`src/pkg/jtd_pkg.sv`:
```
// constants and types for the jtag tap and on-chip debug block
// Behaviour
// - from idle, tms 1,0,0 reaches shift-dr
// - shift-dr takes one tdi bit per rising tck edge
// - tdo shifts out the captured parallel values
// - tms 1,1,0 after shifting returns to idle
// - latched outputs load in update-dr, except the reset bit, which loads in shift-dr
// - exit, pause, exit2 states do nothing
// - dr scan may follow ir load directly
// - five tms-high clocks reach test-logic-reset
// - debug ops feed instructions, results via channel
// - flow, single-step and four break points
// - four break points in five mixes
// - tap needs jtag fuse and disable bit clear
// - debug needs fuse and no lock bits
// - opcodes 0x8 to 0xb are debug paths
// - cpu channel write stores byte, sets dirty
// - channel read gives dirty and seven bits
// - shared address: channel only when enabled
// - lock bits block debug fuse until erase
// - fuse programming through the ahb fuse register, not the tap pins
// - boundary chain drives and observes pins
// - transitions use tms at rising tck
// - all shift registers are lsb first
// - power-on reset starts in test-logic-reset
// - instruction register is four bits wide
package jtd_pkg;
    // ****************************************
    // tap
    // ****************************************
    typedef enum logic [3:0] {
        TAP_TLR    = 4'h0,
        TAP_RTI    = 4'h1,
        TAP_SEL_DR = 4'h2,
        TAP_CAP_DR = 4'h3,
        TAP_SH_DR  = 4'h4,
        TAP_EX1_DR = 4'h5,
        TAP_PA_DR  = 4'h6,
        TAP_EX2_DR = 4'h7,
        TAP_UPD_DR = 4'h8,
        TAP_SEL_IR = 4'h9,
        TAP_CAP_IR = 4'ha,
        TAP_SH_IR  = 4'hb,
        TAP_EX1_IR = 4'hc,
        TAP_PA_IR  = 4'hd,
        TAP_EX2_IR = 4'he,
        TAP_UPD_IR = 4'hf
    } jtd_tap_e;
    localparam int IR_W = 4;
    localparam int BS_W = 8;
    localparam logic [IR_W-1:0] IR_CAPTURE = 4'h1;
    localparam logic [IR_W-1:0] OP_EXTEST  = 4'h0;
    localparam logic [IR_W-1:0] OP_IDCODE  = 4'h1;
    localparam logic [IR_W-1:0] OP_SAMPLE  = 4'h2;
    localparam logic [IR_W-1:0] OP_DBG0    = 4'h8;
    localparam logic [IR_W-1:0] OP_DBG1    = 4'h9;
    localparam logic [IR_W-1:0] OP_DBG2    = 4'ha;
    localparam logic [IR_W-1:0] OP_DBG3    = 4'hb;
    localparam logic [IR_W-1:0] OP_RESET   = 4'hc;
    localparam logic [IR_W-1:0] OP_BYPASS  = 4'hf;
    // id fields: values are arbitrary
    localparam logic [3:0]  ID_VER  = 4'h0;
    localparam logic [15:0] ID_PART = 16'h1234;
    localparam logic [10:0] ID_MFR  = 11'h2aa;
    localparam logic [5:0] LEN_ONE   = 6'd1;
    localparam logic [5:0] LEN_BYTE  = 6'd8;
    localparam logic [5:0] LEN_INSTR = 6'd16;
    localparam logic [5:0] LEN_WORD  = 6'd32;
    // debug control fields (op 0xa)
    localparam int CTL_RESUME = 0;
    localparam int CTL_CHEN   = 1;
    localparam int CTL_STEP   = 2;
    localparam int CTL_FLOW   = 3;
    // fuse input order
    localparam int FZ_JTAG = 0;
    localparam int FZ_DBG  = 1;
    localparam int FZ_LB1  = 2;
    localparam int FZ_LB2  = 3;
    // ****************************************
    // break unit
    // ****************************************
    localparam logic [2:0] BP_4P   = 3'h0;
    localparam logic [2:0] BP_3P1D = 3'h1;
    localparam logic [2:0] BP_2P2D = 3'h2;
    localparam logic [2:0] BP_2PPR = 3'h3;
    localparam logic [2:0] BP_2PDR = 3'h4;
    // ****************************************
    // ahb register map
    // ****************************************
    localparam logic [7:0] OFF_MCU    = 8'h00;
    localparam logic [7:0] OFF_CHAN   = 8'h04;
    localparam logic [7:0] OFF_STATUS = 8'h08;
    localparam logic [7:0] OFF_BPCFG  = 8'h0c;
    localparam logic [7:0] OFF_BP0    = 8'h10;
    localparam logic [7:0] OFF_FUSE   = 8'h20;
    localparam int JTD_BIT   = 7;
    localparam int DIRTY_BIT = 7;
    localparam int FUSE_ERASE = 0;
    localparam int FUSE_PROG  = 1;
    localparam logic [2:0] HSIZE_WORD = 3'h2;
endpackage

```
`src/core/jtd_tap.sv`:
```
// jtag tap, debug channel, break unit and ahb-lite registers
`timescale 1ns/1ps
`default_nettype none
module jtd_tap
    import jtd_pkg::*;
(
    input  wire logic            hclk,          // system clock
    input  wire logic            hresetn,       // async reset, low
    input  wire logic            hsel,          // slave select
    input  wire logic [31:0]     haddr,         // address
    input  wire logic [1:0]      htrans,        // transfer type
    input  wire logic            hwrite,        // write
    input  wire logic [2:0]      hsize,         // size
    input  wire logic [31:0]     hwdata,        // write data
    input  wire logic            hready,        // bus ready
    output logic                 hreadyout,     // slave ready
    output logic [31:0]          hrdata,        // read data
    output logic                 hresp,         // always okay
    input  wire logic            tck,           // test clock pin
    input  wire logic            tms,           // mode select pin
    input  wire logic            tdi,           // test data in
    output logic                 tdo,           // test data out
    output logic                 tdo_oe,        // tdo drive enable
    input  wire logic            test_port_enable_fuse, // fuse
    input  wire logic            debug_enable_fuse,     // fuse
    input  wire logic            lock_bit_one,  // lock bit
    input  wire logic            lock_bit_two,  // lock bit
    input  wire logic            pc_vld,        // instr fetched
    input  wire logic [15:0]     pc,            // fetch address
    input  wire logic            dacc_vld,      // data access
    input  wire logic [15:0]     daddr,         // data address
    input  wire logic            flow_chg,      // flow change
    output logic                 cpu_halt,      // cpu halted
    output logic [15:0]          instr,         // injected instr
    output logic                 instr_vld,     // instr strobe
    output logic                 sys_rst_req,   // system reset
    output logic                 fuse_prog,     // program debug fuse
    input  wire logic [BS_W-1:0] bs_pin_in,     // pin levels
    output logic [BS_W-1:0]      bs_pin_out,    // pin drive data
    output logic                 bs_pin_drive   // chain owns pins
);
    // ****************************************
    // state
    // ****************************************
    typedef struct packed {
        logic [2:0]       tck_p;
        logic [1:0]       tms_p;
        logic [1:0]       tdi_p;
        logic [3:0]       fz1;
        logic [3:0]       fz2;
        logic [BS_W-1:0]  pin1;
        logic [BS_W-1:0]  pin2;
        jtd_tap_e         state;
        logic [IR_W-1:0]  ir_sh;
        logic [IR_W-1:0]  ir;
        logic [31:0]      dr_sh;
        logic             tdo;
        logic             tdo_oe;
        logic             rst_bit;
        logic [BS_W-1:0]  bs_lat;
        logic             bs_drv;
        logic             jtd;
        logic [7:0]       chan;
        logic             dirty;
        logic             chan_en;
        logic [7:0]       std_io;
        logic             step_en;
        logic             flow_en;
        logic [2:0]       bp_mode;
        logic [3:0]       bp_en;
        logic [3:0][15:0] bp;
        logic             halted;
        logic [15:0]      instr;
        logic             ivld;
        logic             erased;
        logic             fprog;
        logic             ap_vld;
        logic             ap_wr;
        logic             ap_ok;
        logic [7:0]       ap_addr;
        logic             hrdy;
        logic [31:0]      hrdata;
    } jtd_st_s;

    jtd_st_s st_r;
    jtd_st_s st_nxt;

    // ****************************************
    // functions
    // ****************************************
    function automatic jtd_tap_e tap_next(input jtd_tap_e s,
                                          input logic t);
        case (s)
            TAP_TLR:    tap_next = t ? TAP_TLR    : TAP_RTI;
            TAP_RTI:    tap_next = t ? TAP_SEL_DR : TAP_RTI;
            TAP_SEL_DR: tap_next = t ? TAP_SEL_IR : TAP_CAP_DR;
            TAP_CAP_DR: tap_next = t ? TAP_EX1_DR : TAP_SH_DR;
            TAP_SH_DR:  tap_next = t ? TAP_EX1_DR : TAP_SH_DR;
            TAP_EX1_DR: tap_next = t ? TAP_UPD_DR : TAP_PA_DR;
            TAP_PA_DR:  tap_next = t ? TAP_EX2_DR : TAP_PA_DR;
            TAP_EX2_DR: tap_next = t ? TAP_UPD_DR : TAP_SH_DR;
            TAP_UPD_DR: tap_next = t ? TAP_SEL_DR : TAP_RTI;
            TAP_SEL_IR: tap_next = t ? TAP_TLR    : TAP_CAP_IR;
            TAP_CAP_IR: tap_next = t ? TAP_EX1_IR : TAP_SH_IR;
            TAP_SH_IR:  tap_next = t ? TAP_EX1_IR : TAP_SH_IR;
            TAP_EX1_IR: tap_next = t ? TAP_UPD_IR : TAP_PA_IR;
            TAP_PA_IR:  tap_next = t ? TAP_EX2_IR : TAP_PA_IR;
            TAP_EX2_IR: tap_next = t ? TAP_UPD_IR : TAP_SH_IR;
            TAP_UPD_IR: tap_next = t ? TAP_SEL_DR : TAP_RTI;
            default:    tap_next = TAP_TLR;
        endcase
    endfunction

    function automatic logic [5:0] dr_len(input logic [IR_W-1:0] o);
        case (o)
            OP_EXTEST, OP_SAMPLE:       dr_len = LEN_BYTE;
            OP_IDCODE:                  dr_len = LEN_WORD;
            OP_DBG0, OP_DBG2, OP_DBG3:  dr_len = LEN_BYTE;
            OP_DBG1:                    dr_len = LEN_INSTR;
            default:                    dr_len = LEN_ONE;
        endcase
    endfunction

    function automatic logic [7:0] bp_off(input int i);
        bp_off = 8'(OFF_BP0 + 4 * i);
    endfunction

    function automatic logic bp_match(input logic [2:0]       m,
                                      input logic [3:0]       en,
                                      input logic [3:0][15:0] a,
                                      input logic             pv,
                                      input logic [15:0]      p,
                                      input logic             dv,
                                      input logic [15:0]      d);
        logic [3:0] ph;
        logic [3:0] dh;
        logic       pr;
        logic       dr;
        ph = '0;
        dh = '0;
        for (int i = 0; i < 4; i++) begin
            ph[i] = pv & en[i] & (p == a[i]);
            dh[i] = dv & en[i] & (d == a[i]);
        end
        // slot 3 acts as a don't-care mask over slot 2
        pr = pv & en[2] & (((p ^ a[2]) & ~a[3]) == 16'h0000);
        dr = dv & en[2] & (((d ^ a[2]) & ~a[3]) == 16'h0000);
        case (m)
            BP_4P:   bp_match = |ph;
            BP_3P1D: bp_match = |ph[2:0] | dh[3];
            BP_2P2D: bp_match = |ph[1:0] | |dh[3:2];
            BP_2PPR: bp_match = |ph[1:0] | pr;
            BP_2PDR: bp_match = |ph[1:0] | dr;
            default: bp_match = |ph[1:0];
        endcase
    endfunction

    // ****************************************
    // next state
    // ****************************************
    logic            rise;
    logic            fall;
    logic            tap_en;
    logic            dbg_en;
    logic            chan_acc;
    logic            locked;
    logic [IR_W-1:0] op;
    logic [31:0]     upd;
    logic [31:0]     rd;
    logic            hit;

    always_comb begin
        st_nxt = st_r;
        st_nxt.ivld = 1'b0;
        st_nxt.fprog = 1'b0;
        // pins and fuses cross in through two flops
        st_nxt.tck_p = {st_r.tck_p[1:0], tck};
        st_nxt.tms_p = {st_r.tms_p[0], tms};
        st_nxt.tdi_p = {st_r.tdi_p[0], tdi};
        st_nxt.fz1 = {lock_bit_two, lock_bit_one,
                      debug_enable_fuse, test_port_enable_fuse};
        st_nxt.fz2 = st_r.fz1;
        st_nxt.pin1 = bs_pin_in;
        st_nxt.pin2 = st_r.pin1;
        rise = st_r.tck_p[1] & ~st_r.tck_p[2];
        fall = ~st_r.tck_p[1] & st_r.tck_p[2];
        tap_en = st_r.fz2[FZ_JTAG] & ~st_r.jtd;
        locked = st_r.fz2[FZ_LB1] | st_r.fz2[FZ_LB2];
        dbg_en = st_r.fz2[FZ_DBG] & ~locked;
        chan_acc = st_r.fz2[FZ_DBG] & st_r.chan_en;
        op = st_r.ir;
        // private paths fall back to bypass when debug is off
        if (op[3:2] == OP_DBG0[3:2] && !dbg_en) begin
            op = OP_BYPASS;
        end
        upd = st_r.dr_sh >> (LEN_WORD - dr_len(op));
        rd = 32'h0;
        hit = 1'b0;

        // ****************************************
        // tap, sampled at the edges of the synced tck
        // ****************************************
        if (!tap_en) begin
            st_nxt.state = TAP_TLR;
            st_nxt.ir = OP_IDCODE;
            st_nxt.tdo_oe = 1'b0;
        end else if (rise) begin
            case (st_r.state)
                TAP_TLR: begin
                    st_nxt.ir = OP_IDCODE;
                end
                TAP_CAP_DR: begin
                    case (op)
                        OP_EXTEST, OP_SAMPLE: begin
                            st_nxt.dr_sh = 32'(st_r.pin2);
                        end
                        OP_IDCODE: begin
                            st_nxt.dr_sh = {ID_VER, ID_PART, ID_MFR, 1'b1};
                        end
                        OP_DBG0, OP_DBG3: begin
                            st_nxt.dr_sh = 32'(st_r.chan);
                        end
                        OP_DBG2: begin
                            st_nxt.dr_sh = 32'({dbg_en, st_r.flow_en,
                                                st_r.step_en, st_r.chan_en,
                                                st_r.dirty, st_r.halted});
                        end
                        OP_RESET: begin
                            st_nxt.dr_sh = 32'(st_r.rst_bit);
                        end
                        default: begin
                            st_nxt.dr_sh = 32'h0;
                        end
                    endcase
                end
                TAP_SH_DR: begin
                    st_nxt.dr_sh = {st_r.tdi_p[1], st_r.dr_sh[31:1]};
                    if (op == OP_RESET) begin
                        st_nxt.rst_bit = st_r.tdi_p[1];
                    end
                end
                TAP_UPD_DR: begin
                    case (op)
                        OP_EXTEST, OP_SAMPLE: begin
                            st_nxt.bs_lat = upd[BS_W-1:0];
                        end
                        OP_DBG0: begin
                            st_nxt.dirty = 1'b0;
                        end
                        OP_DBG1: begin
                            if (st_r.halted) begin
                                st_nxt.instr = upd[15:0];
                                st_nxt.ivld = 1'b1;
                            end
                        end
                        OP_DBG2: begin
                            st_nxt.chan_en = upd[CTL_CHEN];
                            st_nxt.step_en = upd[CTL_STEP];
                            st_nxt.flow_en = upd[CTL_FLOW];
                            if (upd[CTL_RESUME]) begin
                                st_nxt.halted = 1'b0;
                            end
                        end
                        default: begin
                        end
                    endcase
                end
                TAP_CAP_IR: begin
                    st_nxt.ir_sh = IR_CAPTURE;
                end
                TAP_SH_IR: begin
                    st_nxt.ir_sh = {st_r.tdi_p[1], st_r.ir_sh[IR_W-1:1]};
                end
                TAP_UPD_IR: begin
                    st_nxt.ir = st_r.ir_sh;
                end
                default: begin
                end
            endcase
            st_nxt.state = tap_next(st_r.state, st_r.tms_p[1]);
        end else if (fall) begin
            // tdo changes on the falling edge, stable for the next rise
            if (st_r.state == TAP_SH_IR) begin
                st_nxt.tdo = st_r.ir_sh[0];
            end else begin
                st_nxt.tdo = st_r.dr_sh[0];
            end
            st_nxt.tdo_oe = (st_r.state == TAP_SH_IR)
                          || (st_r.state == TAP_SH_DR);
        end
        st_nxt.bs_drv = tap_en && (st_r.ir == OP_EXTEST);

        // ****************************************
        // break unit
        // ****************************************
        hit = bp_match(st_r.bp_mode, st_r.bp_en, st_r.bp, pc_vld, pc,
                       dacc_vld, daddr)
            | (st_r.step_en & pc_vld)
            | (st_r.flow_en & flow_chg);
        if (dbg_en && hit) begin
            st_nxt.halted = 1'b1;
        end

        // ****************************************
        // ahb-lite slave, one wait state per transfer
        // ****************************************
        st_nxt.hrdy = 1'b1;
        if (st_r.ap_vld) begin
            st_nxt.ap_vld = 1'b0;
            if (!st_r.ap_ok) begin
                st_nxt.hrdata = 32'h0;
            end else if (st_r.ap_wr) begin
                if (st_r.ap_addr == OFF_MCU) begin
                    st_nxt.jtd = hwdata[JTD_BIT];
                end else if (st_r.ap_addr == OFF_CHAN) begin
                    if (chan_acc) begin
                        st_nxt.chan = hwdata[7:0];
                        st_nxt.dirty = 1'b1;
                    end else begin
                        st_nxt.std_io = hwdata[7:0];
                    end
                end else if (st_r.ap_addr == OFF_BPCFG) begin
                    st_nxt.bp_mode = hwdata[2:0];
                    st_nxt.bp_en = hwdata[7:4];
                end else if (st_r.ap_addr == OFF_FUSE) begin
                    if (hwdata[FUSE_ERASE]) begin
                        st_nxt.erased = 1'b1;
                    end
                    if (hwdata[FUSE_PROG]) begin
                        st_nxt.fprog = ~locked | st_r.erased;
                    end
                end else begin
                    for (int i = 0; i < 4; i++) begin
                        if (st_r.ap_addr == bp_off(i)) begin
                            st_nxt.bp[i] = hwdata[15:0];
                        end
                    end
                end
            end else begin
                if (st_r.ap_addr == OFF_MCU) begin
                    rd = 32'({st_r.jtd, 7'h00});
                end else if (st_r.ap_addr == OFF_CHAN) begin
                    if (chan_acc) begin
                        rd = 32'({st_r.dirty, st_r.chan[6:0]});
                    end else begin
                        rd = 32'(st_r.std_io);
                    end
                end else if (st_r.ap_addr == OFF_STATUS) begin
                    rd = 32'({st_r.ir, st_r.state, st_r.erased, dbg_en,
                              tap_en, st_r.dirty, st_r.halted});
                end else if (st_r.ap_addr == OFF_BPCFG) begin
                    rd = 32'({st_r.bp_en, 1'b0, st_r.bp_mode});
                end else if (st_r.ap_addr == OFF_FUSE) begin
                    rd = 32'({st_r.erased, 1'b0});
                end else begin
                    for (int i = 0; i < 4; i++) begin
                        if (st_r.ap_addr == bp_off(i)) begin
                            rd = 32'(st_r.bp[i]);
                        end
                    end
                end
                st_nxt.hrdata = rd;
            end
        end else if (hsel && hready && htrans[1]) begin
            st_nxt.ap_vld = 1'b1;
            st_nxt.ap_wr = hwrite;
            st_nxt.ap_addr = haddr[7:0];
            st_nxt.ap_ok = (haddr[31:8] == 24'h0) && (hsize == HSIZE_WORD);
            st_nxt.hrdy = 1'b0;
        end
    end

    // ****************************************
    // registers
    // ****************************************
    always_ff @(posedge hclk or negedge hresetn) begin
        if (!hresetn) begin
            st_r <= '0;
            st_r.state <= TAP_TLR;
            st_r.ir <= OP_IDCODE;
            st_r.hrdy <= 1'b1;
        end else begin
            st_r <= st_nxt;
        end
    end

    // ****************************************
    // outputs
    // ****************************************
    // the four tap pins and the ahb-lite slave are the paths in
    assign hreadyout    = st_r.hrdy;
    assign hrdata       = st_r.hrdata;
    assign hresp        = 1'b0;
    assign tdo          = st_r.tdo;
    assign tdo_oe       = st_r.tdo_oe;
    assign cpu_halt     = st_r.halted;
    assign instr        = st_r.instr;
    assign instr_vld    = st_r.ivld;
    assign sys_rst_req  = st_r.rst_bit;
    assign fuse_prog    = st_r.fprog;
    assign bs_pin_out   = st_r.bs_lat;
    assign bs_pin_drive = st_r.bs_drv;
endmodule
`default_nettype wire

```
`config.mk`:
```
export PLATFORM = sky130hd
export DESIGN_NAME = jtd_tap
export DESIGN_NICKNAME = d
export VERILOG_FILES = /design/src/pkg/jtd_pkg.sv /design/src/core/jtd_tap.sv
export SDC_FILE = /design/constraint.sdc
export NUM_CORES = 1
export LEC_CHECK = 0
export ABC_AREA = 1
export BUFFER_PORTS_ARGS = -buffer_cell sky130_fd_sc_hd__buf_2
export CAP_MARGIN = 40
export CORE_AREA = 3 3 167 169
export DETAILED_ROUTE_END_ITERATION = 6
export DIE_AREA = 0 0 170 172
export GPL_TIMING_DRIVEN = 0
export PLACE_DENSITY = 0.65
export SLEW_MARGIN = 10
export SYNTH_ARGS = -nofsm -noshare
export SYNTH_HDL_FRONTEND = slang
export SYNTH_SLANG_ARGS = --single-unit
```
`constraint.sdc`:
```
create_clock -name hclk -period 4.1 [get_ports hclk]
set_input_delay 0.82 -clock hclk [delete_from_list [all_inputs] [get_ports hclk]]
set_output_delay 0.82 -clock hclk [all_outputs]
set_load 0.02 [all_outputs]
```
==> Implementation_results.wiki <==
{| class="wikitable"
! Metric !! Value
|-
| Final count of hold timing violations || 0
|-
| Slowest CP cell || o2111ai_1
|-
| Ordered list of cells on the worst path || nand3_1 > inv_1 > o2111ai_1 > clkinv_1 > a21oi_1 > o21ai_0 > o21ai_0 > o21ai_0
|-
| Total DRC errors in the routed layout || 0
|-
| Data arrival time at the worst-slack endpoint || 2810 ps
|-
| Count of nets left with antenna violations after detail routing || 0
|-
| Clock Latency Late Sink || 540 ps
|-
| Initial antenna violation count || 0
|-
| GRT Resource Usage Total || 0.259
|-
| Violation count after the first detailed-route iteration || 1165
|-
| Setup repair after global routing missed its margin || false
|-
| Total via count after detailed routing || 11100
|-
| Worst Clk Skew || ~22 ps
|-
| Slew headroom || 0.620
|-
| Fraction of power spent switching nets || 0.253
|-
| Worst path most repeated cell || o21ai_0
|-
| Number of inserted filler cells in the final layout || about 2600
|-
| Top_reg_cell synth || dfrtp_1
|-
| Initial core utilization || 0.447
|-
| Share of post-route cells with drive strength above 1 || 0.182
|-
| Run status || completed
|-
| Number of distinct library cells after synthesis || 44
|-
| CP Max Fanout || 9
|-
| Io pins || 189
|-
| RD Place Congestion || 0.967
|-
| Max Cap Viol || 0
|-
| Int Power || 3.76 mW
|-
| Layout Cell Area excl Fill || 0.0141 mm^2
|-
| Share of flip-flops with an asynchronous set or reset after synthesis || 1.00
|-
| Per-cell routed wire length || approximately 18 um
|-
| Total detailed-routing wirelength || around 38 mm
|-
| Clock net sink count || 227
|-
| Required time worst endpoint || 4490 ps
|-
| First-pass GRT wire length || 59.5 mm
|-
| Share of the core filled with cells in the final layout || 0.527
|-
| Worst Tran Pin Value || 564 ps
|-
| Horizontal die dimension || 170 um
|-
| Number of buffers added for setup after CTS || 0
|-
| Detailed-routing iteration count for the pre-antenna-repair pass || 5
|-
| Number of cell rows || 60
|-
| Static power due to leakage || between 7 and 8 nW
|-
| Total CTS buffers || 25
|-
| Antenna fix cells || 0
|-
| Syn Area/Cell || 7.80 um^2
|-
| Count of yosys warnings during synthesis || 0
|-
| Worst path max stage delay || 440 ps
|-
| Total setup violations reported at the end of the flow || 0
|-
| EDFF count, synth || 0
|-
| CP Capture Type || flop
|-
| Maximum vdd ir drop || 0.284 mV
|-
| WS Path Type || reg -> reg
|-
| Count of input and output buffers || 151
|-
| Leading cell type in the layout, fill and taps excluded || nand2_1
|-
| Timing-limited maximum frequency || 0.413 GHz
|-
| WP buf/inv || 2
|-
| Portion of total power attributed to the clock network || 0.461
|-
| Total standard cell area after synthesis || 0.0119 mm^2
|-
| Post-Place Cell Area || between 0.01 and 0.015 mm^2
|-
| Layout Area Growth over Synthesis || 18.1%
|-
| Core outline area || 0.0267 mm^2
|-
| Net Switching || ~1.3 mW
|-
| Leading cell types in the layout, fill and taps excluded || 429 x nand2_1, 225 x dfrtp_1, 179 x inv_1, 169 x buf_2, 120 x o21ai_0
|-
| Share of power burned in combinational logic || 0.082
|-
| CTS H-Tree Depth || 1
|-
| CTS clk-pin slew, worst paths || approximately 60 ps
|-
| Count of mapped cells out of synthesis || around 1500
|-
| Pins over their slew limit || 0
|-
| Library cell used as clock root buffer || clkbuf_16
|-
| Power per cell area || 357 mW/mm^2
|-
| Buffer levels on the longest clock path || 3
|-
| Minimum clock period after layout || 2420 ps
|-
| Via density per instance || between 5 and 6
|-
| Worst hold margin || 226 ps
|-
| Post_cts resized || 0
|-
| Register bit total from synthesis || 227
|-
| Detailed placement HPWL || between 20 and 30 mm
|-
| Proportion of synthesized chip area in sequential cells || 0.476
|-
| Relative contribution of sequential cells to total power || 0.457
|-
| Kind of start point of the critical path || flop
|-
| TritonCTS clock tree || yes
|-
| Total design power || 5.04 mW
|-
| CP top delay family || compound AO/OA/AOI/OAI gates
|-
| Class of the worst hold path || in -> async
|-
| Die area || slightly below 0.03 mm^2
|-
| Number of global-route vias before repair || 10600
|-
| Congestion Overflow GR || 0
|-
| Largest net degree at the start of global routing || 97
|-
| Hold buffer count at cts || 0
|-
| Final #Nets || 1851
|-
| Final period util || 0.590
|-
| DIE HEIGHT || roughly 170 um
|}
-- path summary, 6_finish.rpt --
check / start / endpoint / slack, ps / cells past startpoint
hold / removal: hresetn / st_r[106]$_DFFE_PN0P_ / 230 / 1
setup / recovery: st_r[229]$_DFF_PN0_ / bs_pin_out[1]$_DFFE_PN0P_ / 1680 / 8
setup reg to reg: st_r[229]$_DFF_PN0_ / bs_pin_out[1]$_DFFE_PN0P_ / 1680 / 8
hold reg to reg: st_nxt[213]$_DFF_PN0_ / st_r[213]$_DFF_PN0_ / 340 / 0
max in group asynchronous: hresetn / st_r[135]$_DFFE_PN0P_ / 2710 / 3
min in group hclk: st_nxt[213]$_DFF_PN0_ / st_r[213]$_DFF_PN0_ / 340 / 0
-- layout make-up --
class                      count  area (um^2)  area share
buffer                        97          621      0.0440
clock buffer                  28          657      0.0466
clock inverter                18          194      0.0138
inverter                     190          713      0.0506
multi-input combinational   1033         4980       0.353
sequential                   227         5680       0.403
tap                          341          427      0.0303
timing repair buffer         153          821      0.0582
-- per-layer routing --
| metal | routed length (um) | track usage |
|---|---|---|
| met5 | 0 | 0 |
| met4 | 743 | 0.0610 |
| met3 | 2720 | 0.0357 |
| met2 | 17300 | 0.420 |
| met1 | 17200 | 0.373 |
-- power groups by stage --
stage	combinational (mW)	clock [mW]	sequential, mW
after detailed placement	0.409	0	2.34
after CTS	0.410	2.37	2.30
after global routing	0.457	2.46	2.31
after global placement	0.399	0	2.34
after floorplan	0.204	0	2.34
final	0.413	2.32	2.30
-- cells in the mapped netlist, types with 16 or more instances --
| cell type | number | area [um^2] |
|---|---|---|
| xor2_1 | 24 | 210 |
| a21oi_1 | 45 | 225 |
| buf_2 | 19 | 95.1 |
| nand2_1 | 429 | 1610 |
| o21ai_0 | 120 | 601 |
| inv_1 | 179 | 672 |
| nor2_1 | 104 | 390 |
| clkbuf_1 | 16 | 60.1 |
| buf_4 | 62 | 465 |
| o22ai_1 | 47 | 294 |
| dfrtp_1 | 225 | 5630 |
| nand3_1 | 56 | 280 |
| o21ai_1 | 63 | 315 |
-- per-stage QoR --
stage	cells	setup WS [ps]	TNS [ps]
6_report	2087	1680	0
2_1_floorplan	1547	2200	0
5_1_grt	2087	1570	0
3_3_place_gp	2039	-1790	-399210
3_5_place_dp	2041	1750	0
4_1_cts	2087	1710	0
-- sequential cells by signal, summed over array words and instances, names as in the netlist, 8 cells and up --
register and flops:
hrdata 16, st_nxt 16, instr 16, st_r 163, bs_pin_out 8
-- cell families (layout without fill, tap and decap cells) --
logic type | count (synthesis) | after routing | synth area share
AND/OR/NAND/NOR | 644 | 644 | 0.224
AO/OA/AOI/OAI | 334 | 334 | 0.160
buffers and inverters | 287 | 486 | 0.112
flip-flops | 227 | 227 | 0.476
XOR/XNOR | 38 | 38 | 0.0279
other | 1 | 17 | 0.000314
Power figures use the tool's default switching activity.
